## config.mk

```make
export PLATFORM = sky130hd
export DESIGN_NAME = mwd_sequencer
export DESIGN_NICKNAME = d
export VERILOG_FILES = /design/src/common/mwd_pkg.sv /design/src/mwd_sequencer.sv
export SDC_FILE = /design/constraint.sdc
export NUM_CORES = 1
export LEC_CHECK = 0
export BUFFER_PORTS_ARGS = -buffer_cell sky130_fd_sc_hd__buf_4
export CORE_AREA = 8 8 90 92
export DETAILED_ROUTE_END_ITERATION = 6
export DIE_AREA = 0 0 98 100
export PLACE_DENSITY = 0.7
export SYNTH_ARGS = -nofsm -noshare
export SYNTH_HDL_FRONTEND = slang
export SYNTH_SLANG_ARGS = --single-unit
```

## constraint.sdc

```tcl
create_clock -name i_clock -period 1.8 [get_ports i_clock]
set_clock_uncertainty 0.05 [all_clocks]
set_input_delay 0.09 -clock i_clock [delete_from_list [all_inputs] [get_ports i_clock]]
set_output_delay 0.09 -clock i_clock [all_outputs]
set_load 0.02 [all_outputs]
```

## src/common/mwd_pkg.sv

```systemverilog
// Purpose: Shared constants for the monitor mode and watchdog sequencer.
// Assumes: A 250 MHz core clock with a period of 4 ns.
// Notes:   Timing figures are kept in their own unit and turned into cycles here.
package mwd_pkg;

  // Core clock period in picoseconds.
  localparam int unsigned CLOCK_PERIOD_PS = 4000;
  // Watchdog timeout in microseconds, as printed (98.3 ms).
  localparam int unsigned WDOG_TIMEOUT_US = 98300;
  // Watchdog timeout in clock cycles, rounded down as a longest time.
  localparam int unsigned WDOG_TIMEOUT_CYC = (WDOG_TIMEOUT_US * 1000) / (CLOCK_PERIOD_PS / 1000);

  // Fault register address and bit positions.
  localparam logic [5:0] FAULT_REG_ADDR = 6'h01;
  localparam int unsigned FLT_POR_BIT = 7;
  localparam int unsigned FLT_WDOG_BIT = 6;
  localparam int unsigned FLT_LDO_BIT = 5;
  localparam int unsigned FLT_FUSE_BIT = 3;
  localparam int unsigned FLT_DCM_BIT = 2;
  localparam int unsigned FLT_CFG_BIT = 1;
  localparam int unsigned FLT_OSC_BIT = 0;
  // Fault register value after reset: only the power-on flag is set.
  localparam logic [7:0] FAULT_RESET_VALUE = 8'h80;

  // Secondary converter resolution and channel plan.
  localparam int unsigned SEC_ADC_BITS = 10;
  localparam int unsigned SEC_CELL_CHANNELS = 9;
  localparam int unsigned SEC_CHANNELS = 11;
  localparam logic [3:0] SEC_CH_REG5 = 4'h9;
  localparam logic [3:0] SEC_CH_REF1 = 4'hA;
  localparam logic [3:0] SEC_CH_LAST = 4'hA;

  // Life counter width.
  localparam int unsigned LIFE_BITS = 3;

  // Operating modes.
  typedef enum logic [1:0] {
    MWD_ACTIVE,
    MWD_PARTIAL_PD,
    MWD_FULL_PD
  } mwd_mode_type;

endpackage

```

## src/mwd_sequencer.sv

```systemverilog
// Purpose: Mode control, communication watchdog and conversion sequencing.
// Assumes: Commands arrive already decoded and CRC-checked from the serial front end.
// Notes:   The analog converters are outside; this block sequences and scores them.
//
// Overview of operation
// - Three modes; measure only while active.
// - Lost communication forces full power-down.
// - Leaving full power-down needs chain re-initialization.
// - Watchdog runs from power-up, 98.3 ms timeout.
// - Diagnostics run at sequence end; life counter.
// - Secondary path: 10-bit, nine cells, REG5 and one reference.
// - Diagnostics reach host only through master.
// - Watchdog expiry sets fault bit six.
// - Sequence end updates fault register flags.
`timescale 1ns/1ns
module mwd_sequencer #(
  parameter int unsigned WDOG_CYCLES = mwd_pkg::WDOG_TIMEOUT_CYC,
  parameter int unsigned CHANNELS    = mwd_pkg::SEC_CHANNELS
) (
  // Clock, reset and clock enable.
  input  wire logic                                 i_clock,
  input  wire logic                                 i_rst_n,
  input  wire logic                                 i_clk_en,
  // Decoded host commands, one-cycle pulses.
  input  wire logic                                 i_wdog_service,
  input  wire logic                                 i_addr_assigned,
  input  wire logic                                 i_conv_request,
  input  wire logic                                 i_partial_pd_request,
  input  wire logic                                 i_wake_request,
  input  wire logic                                 i_fault_read,
  // Secondary converter handshake.
  output logic                                      o_sec_start,
  output logic [3:0]                                o_sec_channel,
  input  wire logic                                 i_sec_done,
  input  wire logic [mwd_pkg::SEC_ADC_BITS-1:0]     i_sec_data,
  // Raw diagnostic levels from the analog monitors.
  input  wire logic                                 i_ldo_out_of_range,
  input  wire logic                                 i_fuse_crc_bad,
  input  wire logic                                 i_chain_cm_bad,
  input  wire logic                                 i_test_mode,
  input  wire logic                                 i_osc_drift,
  // Status towards the serial front end.
  output logic [1:0]                                o_mode,
  output logic                                      o_initialized,
  output logic                                      o_busy,
  output logic [7:0]                                o_fault_reg,
  output logic [mwd_pkg::LIFE_BITS-1:0]             o_life_count,
  output logic [mwd_pkg::SEC_ADC_BITS-1:0]          o_sec_result,
  output logic [3:0]                                o_sec_result_ch,
  output logic                                      o_sec_result_valid
);

  ////////////////////////////////////////////////////////////////////////////////
  // Declarations.

  // Sequencer phases of one secondary conversion run.
  typedef enum logic [1:0] {
    MWD_SEQ_IDLE,
    MWD_SEQ_START,
    MWD_SEQ_WAIT,
    MWD_SEQ_DIAG
  } mwd_seq_type;

  localparam int unsigned WDW = $clog2(WDOG_CYCLES + 1);

  mwd_pkg::mwd_mode_type         mode_q, mode_d;          // Operating mode.
  mwd_seq_type                   seq_q, seq_d;            // Sequence phase.
  logic [WDW-1:0]                wdog_q, wdog_d;          // Watchdog cycle count.
  logic                          init_q, init_d;          // Chain address set since wake.
  logic [7:0]                    fault_q, fault_d;        // Fault register image.
  logic [mwd_pkg::LIFE_BITS-1:0] life_q, life_d;          // Secondary life counter.
  logic [3:0]                    ch_q, ch_d;              // Channel being converted.
  logic [mwd_pkg::SEC_ADC_BITS-1:0] res_q, res_d;         // Last conversion result.
  logic [3:0]                    res_ch_q, res_ch_d;      // Channel of last result.
  logic                          res_v_q, res_v_d;        // Result strobe.
  logic                          wdog_expired;            // Timeout reached this cycle.

  ////////////////////////////////////////////////////////////////////////////////
  // Next-state logic.

  // Watchdog expires once the count reaches the full timeout; it is idle in full power-down,
  // so the expiry cannot repeat in the first powered-down cycle and swallow a wake command.
  assign wdog_expired = (wdog_q == WDW'(WDOG_CYCLES - 1)) && !i_wdog_service &&
                        (mode_q != mwd_pkg::MWD_FULL_PD);

  // Computes the next mode, watchdog, sequencer and fault state.
  always_comb begin
    mode_d   = mode_q;
    seq_d    = seq_q;
    wdog_d   = wdog_q;
    init_d   = init_q;
    fault_d  = fault_q;
    life_d   = life_q;
    ch_d     = ch_q;
    res_d    = res_q;
    res_ch_d = res_ch_q;
    res_v_d  = 1'b0;

    // Watchdog counts in every mode but full power-down.
    if (mode_q == mwd_pkg::MWD_FULL_PD) begin
      wdog_d = '0;
    end else if (i_wdog_service) begin
      wdog_d = '0;
    end else if (!wdog_expired) begin
      wdog_d = wdog_q + WDW'(1);
    end

    // A fault register read clears the sticky flags, but new events win.
    if (i_fault_read) begin
      fault_d = '0;
    end

    // Address assignment marks the chain as initialized.
    if (i_addr_assigned) begin
      init_d = 1'b1;
    end

    // Mode transitions; expiry has the highest priority.
    if (wdog_expired) begin
      mode_d = mwd_pkg::MWD_FULL_PD;
      init_d = 1'b0;
      seq_d  = MWD_SEQ_IDLE;
      fault_d[mwd_pkg::FLT_WDOG_BIT] = 1'b1;
    end else begin
      case (mode_q)
        mwd_pkg::MWD_ACTIVE: begin
          // A conversion request in the same cycle wins, so no sequence runs powered down.
          if (i_partial_pd_request && seq_q == MWD_SEQ_IDLE && !i_conv_request) begin
            mode_d = mwd_pkg::MWD_PARTIAL_PD;
          end
        end
        mwd_pkg::MWD_PARTIAL_PD: begin
          if (i_wake_request || i_conv_request) begin
            mode_d = mwd_pkg::MWD_ACTIVE;
          end
        end
        default: begin
          // Full power-down wakes only on a wake command.
          if (i_wake_request) begin
            mode_d = mwd_pkg::MWD_ACTIVE;
            init_d = 1'b0;
          end
        end
      endcase
    end

    // Conversion sequence over all secondary channels.
    if (!wdog_expired) begin
      case (seq_q)
        MWD_SEQ_IDLE: begin
          // Measurements only in active mode with an initialized chain.
          if (i_conv_request && mode_q == mwd_pkg::MWD_ACTIVE && init_q) begin
            ch_d  = '0;
            seq_d = MWD_SEQ_START;
          end
        end
        MWD_SEQ_START: begin
          seq_d = MWD_SEQ_WAIT;
        end
        MWD_SEQ_WAIT: begin
          if (i_sec_done) begin
            res_d    = i_sec_data;
            res_ch_d = ch_q;
            res_v_d  = 1'b1;
            if (ch_q == 4'(CHANNELS - 1)) begin
              seq_d = MWD_SEQ_DIAG;
            end else begin
              ch_d  = ch_q + 4'h1;
              seq_d = MWD_SEQ_START;
            end
          end
        end
        default: begin
          // End of sequence: diagnostics update flags and life counter.
          fault_d[mwd_pkg::FLT_LDO_BIT]  = fault_d[mwd_pkg::FLT_LDO_BIT] |
                                           i_ldo_out_of_range;
          fault_d[mwd_pkg::FLT_FUSE_BIT] = fault_d[mwd_pkg::FLT_FUSE_BIT] | i_fuse_crc_bad;
          fault_d[mwd_pkg::FLT_DCM_BIT]  = fault_d[mwd_pkg::FLT_DCM_BIT]  | i_chain_cm_bad;
          fault_d[mwd_pkg::FLT_CFG_BIT]  = fault_d[mwd_pkg::FLT_CFG_BIT]  | i_test_mode;
          fault_d[mwd_pkg::FLT_OSC_BIT]  = fault_d[mwd_pkg::FLT_OSC_BIT]  | i_osc_drift;
          life_d = life_q + mwd_pkg::LIFE_BITS'(1);
          seq_d  = MWD_SEQ_IDLE;
        end
      endcase
    end
  end

  ////////////////////////////////////////////////////////////////////////////////
  // State registers.

  // Registers all state; the clock enable freezes everything.
  always_ff @(posedge i_clock) begin
    if (!i_rst_n) begin
      mode_q   <= mwd_pkg::MWD_ACTIVE;
      seq_q    <= MWD_SEQ_IDLE;
      wdog_q   <= '0;
      init_q   <= 1'b0;
      fault_q  <= mwd_pkg::FAULT_RESET_VALUE;
      life_q   <= '0;
      ch_q     <= '0;
      res_q    <= '0;
      res_ch_q <= '0;
      res_v_q  <= 1'b0;
    end else if (i_clk_en) begin
      mode_q   <= mode_d;
      seq_q    <= seq_d;
      wdog_q   <= wdog_d;
      init_q   <= init_d;
      fault_q  <= fault_d;
      life_q   <= life_d;
      ch_q     <= ch_d;
      res_q    <= res_d;
      res_ch_q <= res_ch_d;
      res_v_q  <= res_v_d;
    end
  end

  ////////////////////////////////////////////////////////////////////////////////
  // Outputs; all status goes to the master's serial front end only.

  assign o_sec_start        = (seq_q == MWD_SEQ_START);
  assign o_sec_channel      = ch_q;
  assign o_mode             = mode_q;
  assign o_initialized      = init_q;
  assign o_busy             = (seq_q != MWD_SEQ_IDLE);
  assign o_fault_reg        = fault_q;
  assign o_life_count       = life_q;
  assign o_sec_result       = res_q;
  assign o_sec_result_ch    = res_ch_q;
  assign o_sec_result_valid = res_v_q;

endmodule

```

# After elaboration in Yosys (flattened, before gate mapping)
# Cells that the tools add are included.
[totals]
output_inout_bits = 35
wordCells = 90
regBits = 59
input_bits = 25
[op_classes]
eq_ne = 13
addsub = 3
n_mux = 31
bitwise_logic = 7
reduce_logical = 24
[op_table]
columns = ["op", "n"]
rows = [
  ["25-bit two-way mux", 3],
  ["25-bit by 1-bit adder with 25-bit output, second input constant", 1],
  ["25-bit equality test, second input constant", 1],
  ["4-bit two-way mux", 5],
  ["2-bit two-way mux", 9],
  ["1-bit two-way mux", 10],
  ["4-bit one-hot mux with 2 select lines", 1],
  ["4-bit AND reduction", 2],
  ["7-bit two-way mux", 1],
  ["1-bit logical AND", 6],
  ["2-bit != test, second input constant", 3],
  ["3-bit != test, second input constant", 2],
  ["2-bit one-hot mux with 3 select lines", 1],
  ["2-bit AND reduction", 3],
  ["6-bit AND reduction", 1],
  ["2-bit nonzero test", 3],
  ["1-bit OR", 5],
  ["4-bit by 1-bit adder with 4-bit output, second input constant", 1],
  ["2-bit by 1-bit equality test with 1-bit output, second input constant", 2],
  ["2-bit equality test, second input constant", 2],
  ["4-bit equality test, second input constant", 1],
  ["2-bit zero test", 2],
  ["2-bit one-hot mux with 2 select lines", 1],
  ["4-bit nonzero test", 1],
  ["9 further kinds", 11],
]

# Logic depth before layout (Yosys ltp)
# Gate-level depths: netlist of the first run.
[depth]
ltp_word = 7
depth_mapped = 8

# Worst setup path before layout of the first run
# No wires, ideal clock.
[synth_timing]
kind = "reg-to-reg"
from = "register wdog_q[0]"
to = "register fault_q[0], in the netlist o_fault_reg[0]"
path_stages_with_launch = 7
setup_ns = 0.117
path_slack_ns = -0.123
n_path_buf = 0
arrival_ns = 1.756
cell_sequence = "dfxtp_1 ha_1 nand4_1 a211o_1 o31ai_4 nor2_2 a22o_1"
[synth_between]
elab_chain_cells = 4
[synth_rtl]
columns = ["item", "line", "source"]
rows = [
  ["start, declared", "mwd_sequencer.sv:68", "logic [WDW-1:0] wdog_q, wdog_d;"],
  ["start signal, assigned", "mwd_sequencer.sv:207", "wdog_q <= wdog_d;"],
  ["25-bit equality test", "mwd_sequencer.sv:83", "assign wdog_expired = (wdog_q == WDW'(WDOG_CYCLES - 1)) && !i_wdog_service &&"],
  ["1-bit logical AND (2 in series)", "mwd_sequencer.sv:83", ""],
  ["4-bit two-way mux", "mwd_sequencer.sv:148", "if (!wdog_expired) begin"],
  ["end signal, assigned", "mwd_sequencer.sv:198", "fault_q <= mwd_pkg::FAULT_RESET_VALUE;"],
  ["end signal, assigned", "mwd_sequencer.sv:209", "fault_q <= fault_d;"],
  ["end, declared", "mwd_sequencer.sv:70", "logic [7:0] fault_q, fault_d;"],
]
# Every way passes these cells.
# A chain may end at the register's enable or synchronous reset.

# Worst setup path after layout of the first run
[layout_timing]
from = "register wdog_q[16]"
to = "register fault_q[5], in the netlist o_fault_reg[5]"
[layout_between]
elab_chain_cells = 4
[layout_rtl]
columns = ["item", "line"]
rows = [
  ["25-bit equality test", "mwd_sequencer.sv:83"],
  ["1-bit logical AND (2 in series)", "mwd_sequencer.sv:83"],
  ["1-bit two-way mux", "mwd_sequencer.sv:148"],
]
# Every way passes these cells.

==> results.py, run 1 <==
metrics = {
    "run_status": {
        "status": "finished with violations",
        "violations": "negative setup slack",
    },
    "setup_path": {
        "r2r_slack_ns": -0.08,
        "required_ns": 1.98,
        "cp_slowest_cell": "nor4b_4",
        "critPathLaunchType": "flip-flop",
        "end_kind": "flip-flop",
        "reg2reg_depth": 7,
        "r2r-start": "wdog_q[16]",
        "path_cells": "nor4b_4, nand4_4, buf_6, o31ai_4, buf_6, nor2_4, a22o_1",
        "path_class": "flip-flop to flip-flop",
        "critPathMaxStageDelay_ns": 0.37,
        "cp_max_fo": 5,
        "r2r_end": "o_fault_reg[5]",
        "cp.arrival_ns": 2.06,
        "cp_num_buf_inv": 2,
        "crit_path_frequent_cell": "buf_6",
        "cp_top_family": "simple AND/OR/NAND/NOR gates",
    },
    "sta": {
        "finalHoldWorstSlack_ns": 0.0562,
        "rsz0062_at_grt": "true",
        "fmax_ghz": 0.533,
        "fin_crit_ns": 1.88,
        "hold_viol_final": 0,
        "finalSetupTns_ns": -0.805,
        "maxSlewViolCount": 0,
        "min_period_over_period_pct": 104,
        "fin_ws_ns": -0.0752,
        "setup_viol": 18,
    },
    "global_route": {
        "grt_pass1_wl_um": 12300,
        "grt_pass1_vias": 2584,
        "grt_max_degree": 27,
        "grt_antenna_before_repair": 0,
        "grt_util_all_layers_pct": 15.4,
        "grt.overflow.total": 0,
    },
    "power_and_ir_drop": {
        "peakVddDrop_mv": 0.534,
        "leakagePower_nw": 1.75,
        "powerDensity_nw_per_um2": 689,
    },
    "synthesis": {
        "synth_top_cell_by_area": "dfxtp_1",
        "post_synth_num_cell_types": 51,
        "yosysTopAreaCellShare_pct": 43.8,
        "yosys.cell_count.top_type": "dfxtp_1",
        "synth.avg_cell_area_um2": 8.81,
        "synthesis.area_um2": 2700,
        "synth_area_leaders": "dfxtp_1, xor2_1, nand2_1, nand3_1, nor2_1",
        "synth-seq-area-share_pct": 43.8,
        "synthSimpleGateAreaFrac_pct": 29.8,
        "synth-compound-area-share_pct": 11.5,
        "synthAdderAreaFrac_pct": 1.86,
        "synth-edff-count": 0,
        "synthArstFlopShare_pct": 0,
        "synth_cells": 306,
        "ys.flop_type": "dfxtp_1",
        "yosys-top-cells-count": "dfxtp_1, nand2_1, nor2_1",
        "synth.area.mux_share_pct": 1.86,
        "yosysWarnings": 0,
        "synth_seq_cells": 59,
        "synth_top_family_by_area": "simple AND/OR/NAND/NOR gates",
        "synth_nets": 335,
        "synth_xor_area_share_pct": 7.47,
    },
    "die": {
        "ioPinCount": 60,
        "dieArea_um2": 9800,
        "die_y_um": 100,
        "rows": 30,
        "fp.dieW_um": 98,
        "core_area_um2": 6640,
        "start_util_pct": 40.6,
    },
    "clock_tree": {
        "clk_latency_ns": 0.34,
        "cts_root_buf": "clkbuf_8",
        "clk_pin_slew_ns": 0.07,
        "cts_sinks": 59,
        "cts_tree": "done",
        "cts_buffer_depth": 2,
        "cts_buffers": 9,
        "cts_max_level": 3,
    },
    "route": {
        "drc": 0,
        "first_pass_iters": 4,
        "wl_per_cell_um": 15.1,
        "drt_first_iter_violations": 124,
        "totalWireLength_um": 7820,
        "drtAntennaViolNets": 0,
        "vias": 2658,
        "vias_per_cell": 5.13,
    },
    "place": {
        "place_ws_ns": -0.179,
        "io_buffers": 58,
        "place_congestion": 0.808,
        "post-dp-hpwl_um": 5170,
    },
    "hold_path": {
        "hp-start": "i_clk_en",
        "hold_end": "wdog_q[1]",
        "hold_path.class": "input port to flip-flop",
        "min_delay_path_depth": 3,
    },
    "final_layout": {
        "nFillCells": 499,
        "diodes": 0,
        "nets": 462,
        "largest_reg_flops": 25,
        "area_delta_synth_final_pct": 57.0,
        "drive_above_1_share_pct": 40.9,
    },
    "run": {
        "cap_violations": 0,
    },
}
[what timing repair did]
| item | CTS | global route |
|---|---|---|
| resized for setup | 12 | 38 |
| endpoints found under the hold margin | 18 | 0 |
| setup endpoints to repair | 35 | 40 |
| pin swaps | 12 | 20 |
| setup buffers | 6 | 2 |
| hold buffers | 19 | 0 |
| gates cloned | 0 | 2 |
[layout by cell type (no fill, tap or decap), types with 4 or more instances in the layout]
cell type	instances
dfxtp_1	54
xnor2_1	7
nor2_1	31
and3_1	10
xor2_1	16
buf_4	102
nand3_2	11
nand4_1	10
o21ai_1	11
mux2i_1	5
a21oi_1	9
nand2_1	34
a21oi_2	4
nand3_1	12
dlygate4sd3_1	19
clkbuf_8	9
inv_1	4
buf_6	10
a22o_1	5
dfxtp_2	5
[layout make-up]
| cell class | count | area [um^2] | area share, % |
|---|---|---|---|
| Multi-Input combinational cell | 227 | 1630 | 38.6 |
| Sequential cell | 59 | 1190 | 28.1 |
| Timing Repair Buffer | 132 | 1070 | 25.4 |
| Clock buffer | 9 | 124 | 2.93 |
| Clock inverter | 7 | 100 | 2.36 |
| Tap cell | 80 | 100 | 2.36 |
| Inverter | 4 | 15.0 | 0.355 |
[worst max path at each step]
stage / cells after the start / end / start / slack [ns]
2_1_floorplan: 6 / o_fault_reg[0] / wdog_q[1] / -0.08
4_1_cts: 7 / o_life_count[0] / wdog_q[0] / -0.06
5_1_grt: 7 / o_fault_reg[5] / wdog_q[16] / -0.18
3_5_place_dp: 8 / o_fault_reg[0] / wdog_q[1] / -0.18
3_3_place_gp: 8 / o_fault_reg[5] / wdog_q[1] / -0.08
6_report: 7 / o_fault_reg[5] / wdog_q[16] / -0.08
[worst register-to-register path, delay by kind of cell, from the launching register on]
| kind | cells | cell delay [ns] |
|---|---|---|
| buffers and inverters | 2 | 0.33 |
| flip-flops | 1 | 0.33 |
| AO/OA/AOI/OAI | 2 | 0.47 |
| AND/OR/NAND/NOR | 3 | 0.59 |
[where the power goes]
| group | switching [mW] | internal (mW) | leakage [nW] | total, mW |
|---|---|---|---|---|
| clock network | 0.574 | 0.791 | 0.114 | 1.37 |
| registers | 0.00803 | 1.31 | 0.478 | 1.32 |
| logic | 0.113 | 0.117 | 1.16 | 0.231 |
[stage by stage]
stage                     cells  util [%]  total power [mW]  area [um^2]
final                       518      63.7              2.92         4230
after global routing        518      63.7              3.03         4230
after CTS                   514      60.9              2.93         4050
after detailed placement    473      53.4              1.52         3550
after global placement      473      53.4              1.52         3550
after floorplan             306         -              1.43         2770
[kinds of logic (layout without fill, tap and decap cells)]
family,after synthesis,count (layout)
buf+inv,20,152
flops,59,59
mux,5,5
fa+ha+maj,4,4
simple gates,147,147
other cells,1,1
compound gates,47,47
xor+xnor,23,23
[layer usage]
metal  share of wire [%]  up-vias  wire [um]  global-route usage, %
met3                 3.7        7        291                   4.57
met1                  44     1275       3470                   17.8
met5                   0        -          0                      0
li1                    -     1320          -                      -
met4                 1.5        0        114                   6.47
met2                  50       56       3950                   26.0
No activity file was read; power rests on OpenSTA's default activity.
==> inputs of run 2 (changes only) <==
--- a/config.mk
+++ b/config.mk
@@ -6,10 +6,13 @@
 export NUM_CORES = 1
 export LEC_CHECK = 0
 export BUFFER_PORTS_ARGS = -buffer_cell sky130_fd_sc_hd__buf_4
-export CORE_AREA = 8 8 90 92
+export CELL_PAD_IN_SITES_DETAIL_PLACEMENT = 0
+export CELL_PAD_IN_SITES_GLOBAL_PLACEMENT = 1
+export CORE_AREA = 8 8 96 98
 export DETAILED_ROUTE_END_ITERATION = 6
-export DIE_AREA = 0 0 98 100
-export PLACE_DENSITY = 0.7
+export DIE_AREA = 0 0 104 106
+export PLACE_DENSITY = 0.79
+export SLEW_MARGIN = 10
 export SYNTH_ARGS = -nofsm -noshare
 export SYNTH_HDL_FRONTEND = slang
 export SYNTH_SLANG_ARGS = --single-unit
==> run 2 against run 1 <==
Net effect: the flow still finishes with violations (negative setup slack); via count fell by 2.5%; final cell count rose by 4.1%; combinational power fell by 5%; count of clock-buffer cells in the layout did not move.
==> results.py, run 2 (synthesis results as in run 1) <==
metrics = {
    "setup_path": {
        "required_ns": 2.03,
        "r2r_slack_ns": -0.06,
        "cp.arrival_ns": 2.09,
        "r2r_end": "o_sec_channel[0]",
        "critPathMaxStageDelay_ns": 0.34,
        "r2r-start": "wdog_q[9]",
        "cp_slowest_cell": "dfxtp_2",
        "reg2reg_depth": 8,
        "path_cells": "nor4b_4, nand4_4, buf_12, o31ai_4, buf_6, buf_6, nor3_2, a211oi_2",
        "crit_path_frequent_cell": "buf_6",
        "end_kind": "flip-flop",
        "cp_max_fo": 5,
        "critPathLaunchType": "flip-flop",
        "path_class": "flip-flop to flip-flop",
    },
    "final_layout": {
        "final_cell_mix": "buf_4, dfxtp_1, nand2_1, nor2_1, dlygate4sd3_1",
        "final_util_pct": 53.3,
        "nets": 458,
        "largest_reg_flops": 25,
        "multi_input_area_um2": 1590,
        "nFillCells": 711,
        "layout_commonest_cell": "buf_4",
        "seqCellArea_um2": 1190,
        "diodes": 0,
        "drive_above_1_share_pct": 39.6,
        "area_delta_synth_final_pct": 54.9,
    },
    "power_and_ir_drop": {
        "power.total_mw": 2.78,
        "powerDensity_nw_per_um2": 665,
        "swShare_pct": 25.4,
        "peakVddDrop_mv": 0.447,
        "clkPwrFrac_pct": 44.6,
        "power_frac_seq_pct": 47.5,
        "intPower_mw": 2.07,
        "combinationalPowerShare_pct": 7.9,
        "leakagePower_nw": 1.72,
        "p_switching_mw": 0.705,
    },
    "route": {
        "first_pass_iters": 6,
        "vias_per_cell": 4.81,
        "drc": 0,
        "totalWireLength_um": 7320,
        "drtAntennaViolNets": 0,
        "vias": 2591,
        "drt_first_iter_violations": 90,
        "wl_per_cell_um": 13.6,
    },
    "global_route": {
        "grt_pass1_wl_um": 12200,
        "gr-max-usage-layer": "met2",
        "grt_max_degree": 25,
        "grtUsageMet3_pct": 3.51,
        "use_met1_pct": 16.7,
        "grtUsageMet2_pct": 21.0,
        "grt_antenna_before_repair": 0,
        "grt_util_all_layers_pct": 13.3,
        "grt_pass1_vias": 2487,
        "grt.overflow.total": 0,
    },
    "clock_tree": {
        "clk_pin_slew_ns": 0.08,
        "cts_sinks": 59,
        "cts_root_buf": "clkbuf_8",
        "cts_tree": "done",
        "cts_buffers": 9,
        "clk_latency_ns": 0.35,
        "cts_max_level": 3,
        "cts_buffer_depth": 2,
    },
    "sta": {
        "fin_ws_ns": -0.0601,
        "fmax_ghz": 0.538,
        "hold_viol_final": 0,
        "fin_crit_ns": 1.86,
        "rsz0062_at_grt": "true",
        "setup_viol": 15,
        "finalSetupTns_ns": -0.280,
        "min_period_over_period_pct": 103,
        "maxSlewViolCount": 0,
    },
    "run": {
        "cap_violations": 0,
    },
    "place": {
        "io_buffers": 58,
        "post-dp-hpwl_um": 5160,
        "place_ws_ns": -0.126,
        "place_congestion": 0.785,
    },
    "die": {
        "start_util_pct": 34.4,
        "fp.dieW_um": 104,
        "ioPinCount": 60,
        "dieArea_um2": 11000,
        "die_y_um": 106,
        "rows": 33,
        "core_area_um2": 7850,
    },
    "hold_path": {
        "hold_path.class": "input port to flip-flop",
        "hold_end": "o_mode[0]",
        "min_delay_path_depth": 3,
        "hp-start": "i_rst_n",
    },
    "run_status": {
        "status": "finished with violations",
        "violations": "negative setup slack",
    },
}
-- run 2: changes by cell type in the layout (fill, tap and decap cells not counted), sizes merged --
cell,previous run,this run
clkinvlp,0,2
buf,113,111
bufinv,2,1
dlygate4sd3,19,17
clkinv,3,2
-- run 2: worst max path at each step --
stage,start,cells after the start,to
6_report,wdog_q[9],8,o_sec_channel[0]
5_1_grt,wdog_q[15],8,o_sec_channel[0]
4_1_cts,wdog_q[0],7,o_life_count[0]
3_5_place_dp,wdog_q[1],8,o_sec_channel[0]
3_3_place_gp,wdog_q[1],7,o_life_count[2]
2_1_floorplan,wdog_q[1],6,o_fault_reg[0]
-- run 2: power by group through the flow --
stage / logic, mW / clock network (mW) / registers [mW]
final: 0.220 / 1.24 / 1.32
after global routing: 0.238 / 1.34 / 1.32
after CTS: 0.206 / 1.28 / 1.32
after detailed placement: 0.171 / 0 / 1.35
after global placement: 0.171 / 0 / 1.35
after floorplan: 0.0750 / 0 / 1.36
-- run 2: stage by stage --
stage	cell area, um^2	std cells	hold WS [ns]
after floorplan	2770	306	0.177
after detailed placement	3630	502	0.268
after CTS	4060	537	0.00590
after global routing	4180	539	0.0438
final	4180	539	0.0500
after global placement	3630	502	0.265
-- run 2: layout make-up --
type / count / share of cell area [%]
Clock buffer: 9 / 2.96
Tap cell: 105 / 3.14
Sequential cell: 59 / 28.4
Clock inverter: 7 / 1.83
Timing Repair Buffer: 128 / 25.2
Inverter: 4 / 0.359
Multi-Input combinational cell: 227 / 38.1
-- run 2: per-layer routing --
metal	vias up	wire [um]
met2	55	3460
met4	0	108
met5	-	0
met3	11	307
li1	1315	-
met1	1210	3450
-- run 2: timing repair --
item / CTS / global route
setup buffers: 2 / 3
hold buffers: 17 / 0
pin swaps: 14 / 12
gates resized for setup: 11 / 25
endpoints found under the hold margin: 18 / 0
endpoints found under the setup margin: 33 / 39
-- run 2: worst max-delay path: cells and delay by family, from the launching register on --
kind	cells	cell delay [ns]
and+or+nand+nor	3	0.57
buffers and inverters	3	0.44
DFF	1	0.34
AOI/OAI and AO/OA	2	0.40
==> inputs of run 3 (changes only) <==
--- a/config.mk
+++ b/config.mk
@@ -11,7 +11,7 @@
 export CORE_AREA = 8 8 96 98
 export DETAILED_ROUTE_END_ITERATION = 6
 export DIE_AREA = 0 0 104 106
-export PLACE_DENSITY = 0.79
+export PLACE_DENSITY_LB_ADDON = 0.1
 export SLEW_MARGIN = 10
 export SYNTH_ARGS = -nofsm -noshare
 export SYNTH_HDL_FRONTEND = slang
==> run 3 against run 2 <==
Net effect: the flow now finishes without violations; sequential share of layout area increased by 0.53 points; setup slack improved by 0.069 ns; count of clock-buffer cells in the layout increased by 2; critical path type unchanged; highest routed layer unchanged.
==> results.py, run 3 (synthesis results as in run 1) <==
metrics = {
    "sta": {
        "finalSetupTns_ns": 0,
        "hold_viol_final": 0,
        "min_period_over_period_pct": 99.5,
        "fin_crit_ns": 1.79,
        "fmax_ghz": 0.558,
        "rsz0062_at_grt": "true",
        "setup_viol": 0,
        "maxSlewViolCount": 0,
    },
    "global_route": {
        "grt_util_all_layers_pct": 13.5,
        "grt_pass1_wl_um": 12300,
        "grtUsageMet2_pct": 19.8,
        "use_met1_pct": 17.8,
        "grt_antenna_before_repair": 0,
        "grt_pass1_vias": 2596,
        "grt.overflow.total": 0,
        "grtUsageMet3_pct": 3.69,
        "gr-max-usage-layer": "met2",
        "grt_max_degree": 32,
    },
    "setup_path": {
        "end_kind": "flip-flop",
        "cp.arrival_ns": 1.96,
        "path_class": "flip-flop to flip-flop",
        "critPathLaunchType": "flip-flop",
        "required_ns": 1.97,
        "r2r_slack_ns": 0.009,
        "cp_max_fo": 13,
    },
    "clock_tree": {
        "cts_root_buf": "clkbuf_8",
        "cts_buffer_depth": 2,
        "clk_pin_slew_ns": 0.07,
        "cts_tree": "done",
        "cts_sinks": 59,
        "cts_buffers": 9,
        "clk_latency_ns": 0.33,
        "cts_max_level": 3,
    },
    "route": {
        "vias_per_cell": 4.70,
        "wl_per_cell_um": 13.4,
        "drc": 0,
        "drtAntennaViolNets": 0,
        "drt_first_iter_violations": 90,
        "totalWireLength_um": 7190,
        "first_pass_iters": 4,
        "vias": 2525,
    },
    "final_layout": {
        "nFillCells": 759,
        "largest_reg_flops": 25,
        "area_delta_synth_final_pct": 52.1,
        "nets": 456,
        "diodes": 0,
        "final_cell_mix": "buf_4, dfxtp_1, nand2_1, nor2_1",
        "layout.cells.non_filler": 537,
        "layout_commonest_cell": "buf_4",
        "drive_above_1_share_pct": 36.6,
    },
    "hold_path": {
        "hold_path.class": "input port to flip-flop",
    },
    "die": {
        "ioPinCount": 60,
        "fp.dieW_um": 104,
        "rows": 33,
        "core_area_um2": 7850,
        "die_y_um": 106,
        "dieArea_um2": 11000,
        "start_util_pct": 34.4,
    },
    "power_and_ir_drop": {
        "leakagePower_nw": 1.73,
        "peakVddDrop_mv": 0.359,
        "powerDensity_nw_per_um2": 710,
    },
    "run_status": {
        "status": "completed",
    },
    "place": {
        "io_buffers": 58,
        "post-dp-hpwl_um": 5200,
        "place_inst": 502,
        "place_congestion": 0.730,
    },
    "run": {
        "cap_violations": 0,
    },
}
run 3: timing repair:
action,4_1_cts,5_1_grt
endpoints found under the hold margin,17,0
setup endpoints to repair,31,32
pin swaps,7,1
setup buffers,0,3
hold buffers,16,0
resized for setup,5,9
run 3: power by group:
part           internal (mW)  leakage (nW)  switching [mW]
Combinational          0.109          1.14           0.102
Sequential              1.31         0.478         0.00710
Clock                  0.848         0.119           0.531
run 3: path summary, 6_finish.rpt:
| path | from | endpoint | depth (start not counted) |
|---|---|---|---|
| setup / recovery | wdog_q[19] | o_sec_result[8] | 7 |
| hold / removal | i_clk_en | o_initialized | 2 |
| setup reg to reg | wdog_q[19] | o_sec_result[8] | 7 |
| hold reg to reg | o_sec_result[3] | o_sec_result[3] | 2 |
run 3: through the flow:
stage	total power, mW	instance area (um^2)	hold WS [ns]	util, %	worst slack [ns]
detailed placement	1.53	3630	0.267	46.3	-0.129
finish	2.91	4100	0.0262	52.3	0.00850
CTS	2.96	4050	0.0132	51.6	-0.00351
global placement	1.53	3630	0.264	46.3	-0.0690
floorplan	1.43	2770	0.177	-	-0.0766
global route	3.03	4100	0.0240	52.3	-0.0811
run 3: layer usage:
| metal | vias up | wire, um |
|---|---|---|
| met1 | 1147 | 3660 |
| met5 | - | 0 |
| met3 | 8 | 393 |
| li1 | 1316 | - |
| met2 | 54 | 3060 |
| met4 | 0 | 75 |
run 3: final cells by class:
| cell class | count | area (um^2) | area share [%] |
|---|---|---|---|
| timing repair buffer | 126 | 1020 | 24.8 |
| tap | 105 | 131 | 3.20 |
| sequential | 59 | 1190 | 29.0 |
| clock inverter | 5 | 75.1 | 1.83 |
| multi-input combinational | 227 | 1520 | 37.1 |
| inverter | 4 | 15.0 | 0.366 |
| clock buffer | 11 | 151 | 3.69 |
run 3: worst max-delay path, cell delays in order, from the launching register on:
cell     delay (ns)
dfxtp_2        0.34
nor4b_4        0.33
nand4_4        0.19
o31a_1         0.35
buf_12         0.16
buf_12         0.14
nand3_2        0.05
o21ai_1        0.06
